--- src/pkg/panel_pkg.sv ---
// Shared constants and types for the front-panel mode controller.
package panel_pkg;

   // Clock rate and the figures that timing counts derive from.
   localparam int CLK_MHZ        = 100;
   localparam int DEBOUNCE_MS    = 10;
   localparam int FLASH_MS       = 250;
   localparam int RATE_STEP_US   = 1000;
   localparam int WIDTH_STEP_US  = 10;
   localparam int DEBOUNCE_CYC   = DEBOUNCE_MS * 1000 * CLK_MHZ;
   localparam int FLASH_CYC      = FLASH_MS * 1000 * CLK_MHZ;
   localparam int RATE_STEP_CYC  = RATE_STEP_US * CLK_MHZ;
   localparam int WIDTH_STEP_CYC = WIDTH_STEP_US * CLK_MHZ;

   // Register byte offsets.
   localparam logic [7:0] STATUS_OFS = 8'h00;
   localparam logic [7:0] BUTTON_OFS = 8'h04;
   localparam logic [7:0] CONFIG_OFS = 8'h08;

   // Reset value of the configuration register.
   localparam logic CONFIG_RESET = 1'b0;

   // Button positions in the button vector and in the soft-press register.
   localparam int NUM_BTN       = 15;
   localparam int BTN_FREQ_LINE = 0;
   localparam int BTN_FREQ_MID  = 1;
   localparam int BTN_FREQ_TOP  = 2;
   localparam int BTN_CH_A      = 3;
   localparam int BTN_CH_B      = 4;
   localparam int BTN_SWAP      = 5;
   localparam int BTN_AUTO      = 6;
   localparam int BTN_RNG_LOW   = 7;
   localparam int BTN_RNG_MED1  = 8;
   localparam int BTN_RNG_MED2  = 9;
   localparam int BTN_RNG_HIGH  = 10;
   localparam int BTN_LOCKOUT   = 11;
   localparam int BTN_POS       = 12;
   localparam int BTN_NEG       = 13;
   localparam int BTN_STYLE     = 14;

   // Frequency button group, one-hot.
   typedef enum logic [2:0] {
      FREQ_LINE = 3'b001,
      FREQ_MID  = 3'b010,
      FREQ_TOP  = 3'b100
   } freq_sel_t;

   // Test range, one-hot.
   typedef enum logic [3:0] {
      RNG_LOW  = 4'b0001,
      RNG_MED1 = 4'b0010,
      RNG_MED2 = 4'b0100,
      RNG_HIGH = 4'b1000
   } range_t;

   // Oscillator frequency code sent to the sine generator.
   typedef enum logic [4:0] {
      OSC_50   = 5'b00001,
      OSC_60   = 5'b00010,
      OSC_200  = 5'b00100,
      OSC_400  = 5'b01000,
      OSC_2000 = 5'b10000
   } osc_code_t;

   // Indicator lamps.
   typedef struct packed {
      logic [2:0] freq;
      logic       ch_a;
      logic       ch_b;
      logic       swap;
      logic       auto_scan;
      logic [3:0] range;
      logic       lockout;
      logic       pos;
      logic       neg;
      logic       style;
   } panel_leds_t;

   // Controls for the analog test-signal circuits.
   typedef struct packed {
      osc_code_t osc;
      logic      ch_b_sel;
      range_t    range;
   } analog_ctl_t;

   // Pulse generator output stage.
   typedef struct packed {
      logic       pos_drive;
      logic       neg_drive;
      logic [7:0] level;
   } gen_out_t;

   // Status register layout, low bits of the read word.
   typedef struct packed {
      logic       style_pulse;
      logic       neg_en;
      logic       pos_en;
      logic       lockout;
      range_t     range;
      logic       auto_scan;
      logic       swap;
      logic       ch_b;
      freq_sel_t  freq;
   } status_t;

endpackage

--- src/rtl/button_debouncer.sv ---
// Synchroniser, debouncer and press detector for a vector of panel buttons.
`timescale 1ns/1ns
`default_nettype none
module button_debouncer #(
   parameter int N   = 4,
   parameter int CYC = 1000
) (
   // Clock and reset.
   input  wire logic         pclk,
   input  wire logic         presetn,
   // Raw button pins and one-cycle press pulses.
   input  wire logic [N-1:0] btn,
   output var  logic [N-1:0] press
);
   typedef struct packed {
      logic [N-1:0] s1;
      logic [N-1:0] s2;
      logic [N-1:0] samp;
      logic [N-1:0] stable;
      logic [N-1:0] press;
      logic [31:0]  cnt;
   } deb_t;

   deb_t deb_reg;
   deb_t deb_next;

   // A level is accepted only when two samples one period apart agree, so bounce is ignored.
   always_comb begin
      deb_next       = deb_reg;
      deb_next.s1    = btn;
      deb_next.s2    = deb_reg.s1;
      deb_next.press = '0;
      deb_next.cnt   = deb_reg.cnt + 32'h0000_0001;
      if (deb_reg.cnt >= 32'(CYC - 1)) begin
         deb_next.cnt  = 32'h0000_0000;
         deb_next.samp = deb_reg.s2;
         for (int i = 0; i < N; i++) begin
            if (deb_reg.s2[i] == deb_reg.samp[i]) begin
               deb_next.stable[i] = deb_reg.s2[i];
               deb_next.press[i]  = deb_reg.s2[i] & ~deb_reg.stable[i];
            end
         end
      end
   end

   always_ff @(posedge pclk or negedge presetn) begin
      if (!presetn) begin
         deb_reg <= '0;
      end else begin
         deb_reg <= deb_next;
      end
   end

   assign press = deb_reg.press;
endmodule // button_debouncer
`default_nettype wire

--- src/rtl/front_panel_mode_controller.sv ---
// Front-panel mode controller with its APB register slave.
//
// Register access over APB and the address map were left to the implementer.
`timescale 1ns/1ns
`default_nettype none
module front_panel_mode_controller
   import panel_pkg::*;
#(
   parameter int DEBOUNCE_CYCLES = DEBOUNCE_CYC,
   parameter int FLASH_CYCLES    = FLASH_CYC,
   parameter int RATE_CYCLES     = RATE_STEP_CYC
) (
   // Clock and reset.
   input  wire logic               pclk,
   input  wire logic               presetn,
   // APB slave.
   input  wire logic [7:0]         paddr,
   input  wire logic               psel,
   input  wire logic               penable,
   input  wire logic               pwrite,
   input  wire logic [31:0]        pwdata,
   output var  logic [31:0]        prdata,
   output var  logic               pready,
   output var  logic               pslverr,
   // Panel buttons, jumpers and knobs.
   input  wire logic [NUM_BTN-1:0] btn,
   input  wire logic               line_freq_jumper,
   input  wire logic               mid_freq_jumper,
   input  wire logic [7:0]         rate_knob,
   input  wire logic [7:0]         width_knob,
   input  wire logic [7:0]         level_knob,
   // Test sine comparator, high while the sine is positive.
   input  wire logic               sine_positive,
   // Lamps, analog controls and pulse generator.
   output var  panel_leds_t        leds,
   output var  analog_ctl_t        analog,
   output var  gen_out_t           pulse_output_terminal
);
   localparam int PW = 18;

   typedef struct packed {
      logic [1:0]  jl_s;
      logic [1:0]  jm_s;
      logic [2:0]  sine_s;
      logic [7:0]  rate1;
      logic [7:0]  rate2;
      logic [7:0]  width1;
      logic [7:0]  width2;
      logic [7:0]  level1;
      logic [7:0]  level2;
      freq_sel_t   freq;
      logic        ch_b;
      logic        swap;
      logic        auto_scan;
      range_t      range;
      logic        lockout;
      logic        pos_en;
      logic        neg_en;
      logic        style_pulse;
      logic        panel_lock;
      logic [31:0] flash_cnt;
      logic        flash;
      logic        pos_act;
      logic        neg_act;
      logic [PW-1:0] pos_cnt;
      logic [PW-1:0] neg_cnt;
      logic [31:0] prdata;
      logic        pready;
      logic        pslverr;
      panel_leds_t leds;
      analog_ctl_t analog;
      gen_out_t    gen;
   } state_t;

   state_t st_reg;
   state_t st_next;

   logic [NUM_BTN-1:0] deb_press;
   logic               tick;

   button_debouncer #(
      .N   (NUM_BTN),
      .CYC (DEBOUNCE_CYCLES)
   ) u_debounce (
      .pclk    (pclk),
      .presetn (presetn),
      .btn     (btn),
      .press   (deb_press)
   );

   rate_ticker #(
      .STEP (RATE_CYCLES)
   ) u_ticker (
      .pclk    (pclk),
      .presetn (presetn),
      .rate    (st_reg.rate2),
      .tick    (tick)
   );

   // Next range in the scan; lockout folds the top range out of the cycle.
   function automatic range_t scan_step(range_t r, logic lock);
      range_t n;
      n = RNG_LOW;
      unique case (r)
         RNG_LOW:  n = RNG_MED1;
         RNG_MED1: n = RNG_MED2;
         RNG_MED2: n = lock ? RNG_LOW : RNG_HIGH;
         RNG_HIGH: n = RNG_LOW;
         default:  n = RNG_LOW;
      endcase
      return n;
   endfunction

   logic               wr;
   logic [NUM_BTN-1:0] press;
   logic               zc_up;
   logic               zc_down;
   logic [PW-1:0]      width_cyc;
   status_t            status;

   always_comb begin
      st_next = st_reg;

      // Two-flop synchronisers for the pins.
      st_next.jl_s   = {st_reg.jl_s[0], line_freq_jumper};
      st_next.jm_s   = {st_reg.jm_s[0], mid_freq_jumper};
      st_next.sine_s = {st_reg.sine_s[1:0], sine_positive};
      st_next.rate1  = rate_knob;
      st_next.rate2  = st_reg.rate1;
      st_next.width1 = width_knob;
      st_next.width2 = st_reg.width1;
      st_next.level1 = level_knob;
      st_next.level2 = st_reg.level1;

      // A write takes effect in the access cycle in which pready is high.
      wr = psel & penable & pwrite & st_reg.pready;

      // Soft presses from software behave like panel presses, but panel_lock masks only the panel presses.
      press = st_reg.panel_lock ? '0 : deb_press;
      if (wr && paddr == BUTTON_OFS) begin
         press = press | pwdata[NUM_BTN-1:0];
      end
      if (wr && paddr == CONFIG_OFS) begin
         st_next.panel_lock = pwdata[0];
      end

      // Frequency group.
      if (press[BTN_FREQ_LINE]) begin
         st_next.freq = FREQ_LINE;
      end else if (press[BTN_FREQ_MID]) begin
         st_next.freq = FREQ_MID;
      end else if (press[BTN_FREQ_TOP]) begin
         st_next.freq = FREQ_TOP;
      end

      // Channel selection.
      if (press[BTN_CH_A]) begin
         st_next.ch_b = 1'b0;
         st_next.swap = 1'b0;
      end else if (press[BTN_CH_B]) begin
         st_next.ch_b = 1'b1;
         st_next.swap = 1'b0;
      end else if (press[BTN_SWAP]) begin
         st_next.swap = 1'b1;
      end

      // Lockout toggles; engaging it while high is selected drops to med2.
      if (press[BTN_LOCKOUT]) begin
         st_next.lockout = ~st_reg.lockout;
         if (!st_reg.lockout && st_reg.range == RNG_HIGH) begin
            st_next.range = RNG_MED2;
         end
      end

      // Range buttons win over auto and cancel it.
      if (press[BTN_RNG_LOW]) begin
         st_next.range     = RNG_LOW;
         st_next.auto_scan = 1'b0;
      end else if (press[BTN_RNG_MED1]) begin
         st_next.range     = RNG_MED1;
         st_next.auto_scan = 1'b0;
      end else if (press[BTN_RNG_MED2]) begin
         st_next.range     = RNG_MED2;
         st_next.auto_scan = 1'b0;
      end else if (press[BTN_RNG_HIGH]) begin
         st_next.range     = st_next.lockout ? RNG_MED2 : RNG_HIGH;
         st_next.auto_scan = 1'b0;
      end else if (press[BTN_AUTO]) begin
         st_next.auto_scan = 1'b1;
      end

      // Sequencing. In the combined mode the channel alternates on every tick that meets no channel, auto
      // or range press, and the range advances each time the channel returns to A.
      if (tick && !(|press[BTN_RNG_HIGH:BTN_CH_A])) begin
         if (st_reg.swap) begin
            st_next.ch_b = ~st_reg.ch_b;
         end
         if (st_reg.auto_scan && (!st_reg.swap || st_reg.ch_b)) begin
            st_next.range = scan_step(st_reg.range, st_reg.lockout);
         end
      end
      if (st_next.lockout && st_next.range == RNG_HIGH) begin
         st_next.range = RNG_MED2;
      end

      // Polarity and output style.
      if (press[BTN_POS]) begin
         if (!st_reg.style_pulse && (st_reg.pos_en ^ st_reg.neg_en)) begin
            st_next.pos_en = ~st_reg.pos_en;
            st_next.neg_en = ~st_reg.neg_en;
         end else begin
            st_next.pos_en = ~st_reg.pos_en;
         end
      end else if (press[BTN_NEG]) begin
         // In DC mode a second polarity would be illegal, so the press is ignored.
         if (st_reg.style_pulse || !st_reg.pos_en) begin
            st_next.neg_en = ~st_reg.neg_en;
         end
      end
      if (press[BTN_STYLE]) begin
         st_next.style_pulse = ~st_reg.style_pulse;
         if (st_reg.style_pulse && st_reg.pos_en && st_reg.neg_en) begin
            st_next.neg_en = 1'b0;
         end
      end

      // Lamp flasher for pulse mode.
      st_next.flash_cnt = st_reg.flash_cnt + 32'h0000_0001;
      if (st_reg.flash_cnt >= 32'(FLASH_CYCLES - 1)) begin
         st_next.flash_cnt = 32'h0000_0000;
         st_next.flash     = ~st_reg.flash;
      end

      // Zero crossings from the synchronised comparator.
      zc_up     = st_reg.sine_s[1] & ~st_reg.sine_s[2];
      zc_down   = ~st_reg.sine_s[1] & st_reg.sine_s[2];
      width_cyc = PW'(st_reg.width2) * PW'(WIDTH_STEP_CYC);

      // Positive pulse: starts at the rising crossing, stops on width or the falling one.
      if (st_reg.pos_act) begin
         st_next.pos_cnt = st_reg.pos_cnt - {{(PW-1){1'b0}}, 1'b1};
         if (st_reg.pos_cnt <= {{(PW-1){1'b0}}, 1'b1} || zc_down) begin
            st_next.pos_act = 1'b0;
         end
      end
      if (zc_up && st_reg.pos_en && width_cyc != '0) begin
         st_next.pos_act = 1'b1;
         st_next.pos_cnt = width_cyc;
      end

      // Negative pulse: mirror image on the falling crossing.
      if (st_reg.neg_act) begin
         st_next.neg_cnt = st_reg.neg_cnt - {{(PW-1){1'b0}}, 1'b1};
         if (st_reg.neg_cnt <= {{(PW-1){1'b0}}, 1'b1} || zc_up) begin
            st_next.neg_act = 1'b0;
         end
      end
      if (zc_down && st_reg.neg_en && width_cyc != '0) begin
         st_next.neg_act = 1'b1;
         st_next.neg_cnt = width_cyc;
      end

      // Generator stage follows the new state.
      if (st_next.style_pulse) begin
         st_next.gen.pos_drive = st_next.pos_act & st_next.pos_en;
         st_next.gen.neg_drive = st_next.neg_act & st_next.neg_en;
      end else begin
         st_next.gen.pos_drive = st_next.pos_en;
         st_next.gen.neg_drive = st_next.neg_en;
      end
      st_next.gen.level = (st_next.pos_en | st_next.neg_en) ? st_reg.level2 : 8'h00;

      // Oscillator code from the button group and the jumpers.
      unique case (st_next.freq)
         FREQ_LINE: st_next.analog.osc = st_reg.jl_s[1] ? OSC_60 : OSC_50;
         FREQ_MID:  st_next.analog.osc = st_reg.jm_s[1] ? OSC_400 : OSC_200;
         FREQ_TOP:  st_next.analog.osc = OSC_2000;
         default:   st_next.analog.osc = OSC_2000;
      endcase
      st_next.analog.ch_b_sel = st_next.ch_b;
      st_next.analog.range    = st_next.range;

      // Lamps.
      st_next.leds.freq      = st_next.freq;
      st_next.leds.ch_a      = ~st_next.ch_b;
      st_next.leds.ch_b      = st_next.ch_b;
      st_next.leds.swap      = st_next.swap;
      st_next.leds.auto_scan = st_next.auto_scan;
      st_next.leds.range     = st_next.range;
      st_next.leds.lockout   = st_next.lockout;
      st_next.leds.pos       = st_next.pos_en;
      st_next.leds.neg       = st_next.neg_en;
      st_next.leds.style     = st_next.style_pulse ? st_next.flash : 1'b1;

      // Register read view.
      status.style_pulse = st_reg.style_pulse;
      status.neg_en      = st_reg.neg_en;
      status.pos_en      = st_reg.pos_en;
      status.lockout     = st_reg.lockout;
      status.range       = st_reg.range;
      status.auto_scan   = st_reg.auto_scan;
      status.swap        = st_reg.swap;
      status.ch_b        = st_reg.ch_b;
      status.freq        = st_reg.freq;

      // APB: the answer is prepared in the setup cycle and given in the first
      // access cycle, so every transfer completes with no wait state.
      st_next.pready  = 1'b0;
      if (psel && !penable) begin
         st_next.pready  = 1'b1;
         st_next.pslverr = 1'b0;
         st_next.prdata  = 32'h0000_0000;
         unique case (paddr)
            STATUS_OFS: st_next.prdata = 32'(status);
            BUTTON_OFS: st_next.prdata = 32'h0000_0000;
            CONFIG_OFS: st_next.prdata = {31'h0000_0000, st_reg.panel_lock};
            default:    st_next.pslverr = 1'b1;
         endcase
      end else if (!psel) begin
         st_next.pslverr = 1'b0;
      end
   end

   always_ff @(posedge pclk or negedge presetn) begin
      if (!presetn) begin
         st_reg                 <= '0;
         st_reg.freq            <= FREQ_LINE;
         st_reg.range           <= RNG_LOW;
         st_reg.panel_lock      <= CONFIG_RESET;
         st_reg.analog.osc      <= OSC_50;
         st_reg.analog.range    <= RNG_LOW;
         st_reg.leds.freq       <= FREQ_LINE;
         st_reg.leds.ch_a       <= 1'b1;
         st_reg.leds.range      <= RNG_LOW;
         st_reg.leds.style      <= 1'b1;
      end else begin
         st_reg <= st_next;
      end
   end

   assign prdata                = st_reg.prdata;
   assign pready                = st_reg.pready;
   assign pslverr               = st_reg.pslverr;
   assign leds                  = st_reg.leds;
   assign analog                = st_reg.analog;
   assign pulse_output_terminal = st_reg.gen;
endmodule // front_panel_mode_controller
`default_nettype wire

--- src/rtl/rate_ticker.sv ---
// Sequencing tick whose rate rises with the rate knob value.
`timescale 1ns/1ns
`default_nettype none
module rate_ticker #(
   parameter int STEP = 100
) (
   // Clock and reset.
   input  wire logic       pclk,
   input  wire logic       presetn,
   // Knob value and tick pulse.
   input  wire logic [7:0] rate,
   output var  logic       tick
);
   typedef struct packed {
      logic [31:0] pre;
      logic [7:0]  units;
      logic        tick;
   } tick_t;

   tick_t tk_reg;
   tick_t tk_next;

   // Period is (256 - rate) steps, so turning the knob up shortens it.
   always_comb begin
      tk_next      = tk_reg;
      tk_next.tick = 1'b0;
      tk_next.pre  = tk_reg.pre + 32'h0000_0001;
      if (tk_reg.pre >= 32'(STEP - 1)) begin
         tk_next.pre   = 32'h0000_0000;
         tk_next.units = tk_reg.units + 8'h01;
         if (tk_reg.units >= ~rate) begin
            tk_next.units = 8'h00;
            tk_next.tick  = 1'b1;
         end
      end
   end

   always_ff @(posedge pclk or negedge presetn) begin
      if (!presetn) begin
         tk_reg <= '0;
      end else begin
         tk_reg <= tk_next;
      end
   end

   assign tick = tk_reg.tick;
endmodule // rate_ticker
`default_nettype wire

--- config.mk ---
export PLATFORM = sky130hd
export DESIGN_NAME = front_panel_mode_controller
export DESIGN_NICKNAME = d
export VERILOG_FILES = /design/src/pkg/panel_pkg.sv /design/src/rtl/button_debouncer.sv /design/src/rtl/front_panel_mode_controller.sv /design/src/rtl/rate_ticker.sv
export SDC_FILE = /design/constraint.sdc
export NUM_CORES = 1
export LEC_CHECK = 0
export BUFFER_PORTS_ARGS = -buffer_cell sky130_fd_sc_hd__buf_4
export CAP_MARGIN = 10
export CORE_MARGIN = 2
export CORE_UTILIZATION = 35
export DETAILED_ROUTE_END_ITERATION = 7
export REMOVE_ABC_BUFFERS = 1
export SKIP_CTS_REPAIR_TIMING = 1
export SYNTH_ARGS = -nofsm -noshare
export SYNTH_HDL_FRONTEND = slang
export SYNTH_SLANG_ARGS = --single-unit
--- constraint.sdc ---
create_clock -name pclk -period 6.3 [get_ports pclk]
set_clock_uncertainty 0.1 [all_clocks]
set_input_delay 0.945 -clock pclk [delete_from_list [all_inputs] [get_ports pclk]]
set_output_delay 0.945 -clock pclk [all_outputs]
set_load 0.05 [all_outputs]
==> reports/metrics.yaml <==
clockPowerShare: 0.363
reg2regPathDepth: 16
hp-class: "reg2reg"
final_common_cell: "dfrtp_1"
gp_congestion: 0.826
clk_pin_slew_ps: 60
drtIter0Drc: 530
start_util: 0.354
synth_cell_types: 78
overflow: 0
worst_slack_ps: 935
dp_hpwl_mm: 19.4
synthArstFlopShare: 1.00
status: "finished, final reports clean"
insertion_delay_ps: 540
end_kind: "register"
cp.arrival_ps: 5690
layout.nets: 1566
drive_gt1_frac: 0.148
grt_pass1_vias: 9428
die_y_um: 207
grt_util_met3: 0.0287
synth_cells: 1278
antennaDiodeCount: 0
worst_ep_required_time_ps: 6630
tns_ps: 0
min-delay-start: "u_debounce.deb_next[89]"
r2r_slack_ps: 940
largest_reg_flops: 100
viasPerCell: 4.71
grt_pass1_wl_mm: 47.4
pwr-share-comb: 0.224
rsz0062_at_grt: "false"
cts-root-buf: "clkbuf_16"
p_int_mw: 4.11
routedWlPerCell_um: 14.3
grt_max_degree: 168
die-area_mm2: 0.0430
area_growth_pct: 16.9
hold_viol_final: 0
p_leak_nw: 7.65
rows: 74
crit_fanout: 30
seq_area_frac_synth: 0.558
dr_total_vias: 9244
top_usage_layer: "met2"
rr_endpoint: "pulse_output_terminal[9]"
ctsHtreeMaxLevel: 2
routed_wl_mm: 28.1
postRouteAntennaNets: 0
cts.sinks: 322
first_pass_iters: 4
coreArea_mm2: 0.0408
use_met1: 0.186
drv_slew: 0
worst_setup_path_start_kind: "register"
pre_cts_ws_ps: 906
synth_area_mm2: 0.0145
tightest_slew_ps: 1090
dieWidth_um: 207
min_period_over_period: 0.852
post-route-min-period_ps: 5360
maxCapViolations: 0
r2r-start: "st_reg[171]"
globalRouteMet2Util: 0.207
yosys_warnings: 0
seq_power_share: 0.413
holdPathStages: 0
pin_count: 156
drcViolationCount: 0
slew_headroom: 0.267
clock_path_buffers: 3
p_sw_frac: 0.303
ys_seq_elements: 322
crit_type: "reg2reg"
antenna_found_initial: 0
io_buffers: 120
cts_buffers: 36
powerDensity_mw_per_mm2: 349
ir_worst_vdd_mv: 0.163
finalSetupViolCount: 0
track_usage: 0.134
mostFrequentLayoutCells: "dfrtp_1, nor2_1, buf_4"
max_freq_mhz: 186
ys.flop_type: "dfrtp_1"
syn_avg_cell_area_um2: 11.3
min_to: "u_debounce.deb_reg[89]"
cts_tree: "done"
p_switching_mw: 1.78
synth_edf_count: 0
[per-stage QoR]
| stage | power [mW] | util | instance area, µm² | hold slack, ps | cells |
|---|---|---|---|---|---|
| after global placement | 3.77 | 0.384 | 15700 | 232 | 1897 |
| after CTS | 6.00 | 0.414 | 16900 | 240 | 1963 |
| final | 5.89 | 0.414 | 16900 | 233 | 1963 |
| after global routing | 6.25 | 0.414 | 16900 | 230 | 1963 |
| after detailed placement | 3.80 | 0.384 | 15700 | 235 | 1897 |
| after floorplan | 3.41 | - | 14000 | 231 | 1238 |
[cells in the mapped netlist (all sizes together) (6+ instances only)]
master  count  area share
nand2b     12      0.0052
nand3      33       0.011
a211oi      7      0.0043
inv        70       0.018
and3       14      0.0064
fa         21       0.029
ha         55       0.048
a22oi       7      0.0036
nor3       41       0.014
xor2       49       0.030
and2       15      0.0065
buf        74       0.039
a22o       23       0.014
nor4       19      0.0093
xnor2      54       0.033
a21oi      51       0.018
o21ai      61       0.021
or2         6      0.0026
dfrtp     317        0.55
or3         7      0.0034
a31oi       8      0.0035
clkbuf     17      0.0044
mux2i      12      0.0083
mux2        7      0.0054
nand4      15      0.0065
nor2      130       0.035
nor2b       7      0.0030
nand2      70       0.018
[worst max-delay path, stage by stage, from the launching register on]
cell     delay, ps
dfrtp_1        480
fa_1           530
xor2_1         190
ha_1           180
or2_2          300
fa_1           480
fa_1           410
ha_1           380
o21a_1         210
or2_2          320
o21ai_2        110
o21ai_0        140
xnor2_1        560
a31oi_2        160
buf_4          250
or2_1          270
o21a_1         170
[area by class of cell]
type | instances | area, µm²
well taps | 532 | 666
clock buffers | 53 | 1060
inverters | 71 | 267
flip-flops and latches | 322 | 8060
clock inverters | 13 | 163
fillers | 3829 | 23900
repair buffers | 127 | 973
multi-input cells | 845 | 5720
[cells by family (layout without fill, tap and decap cells)]
family | after synthesis | in the layout | share of synthesized area
multiplexers | 19 | 19 | 0.0138
adder cells (fa/ha/maj) | 76 | 76 | 0.0766
buffers and inverters | 162 | 264 | 0.0617
other | 1 | 52 | 0.000259
XOR/XNOR | 103 | 103 | 0.0629
flip-flops | 322 | 322 | 0.558
AO/OA/AOI/OAI | 204 | 204 | 0.0929
AND/OR/NAND/NOR | 391 | 391 | 0.134
[worst max path at each step]
stage | slack (ps) | from | cells past startpoint | endpoint
2_1_floorplan | 670 | st_reg[171] | 14 | st_reg[92]
3_3_place_gp | 970 | st_reg[171] | 16 | pulse_output_terminal[9]
3_5_place_dp | 910 | st_reg[171] | 16 | pulse_output_terminal[9]
4_1_cts | 880 | st_reg[171] | 16 | pulse_output_terminal[9]
5_1_grt | 670 | st_reg[171] | 16 | pulse_output_terminal[9]
6_report | 940 | st_reg[171] | 16 | pulse_output_terminal[9]
[power groups by stage]
stage	Clock, mW	Sequential, mW	Combinational [mW]
detailed placement	0	2.47	1.33
global placement	0	2.46	1.30
floorplan	0	2.50	0.916
CTS	2.23	2.44	1.33
global route	2.31	2.46	1.48
finish	2.14	2.44	1.32
[per-layer routing]
metal	wire, µm	vias to the layer above
met5	0	-
met1	13500	4555
li1	-	4505
met2	12800	136
met3	1110	48
met4	705	0
Note: power is estimated with default switching activity, not from simulation.
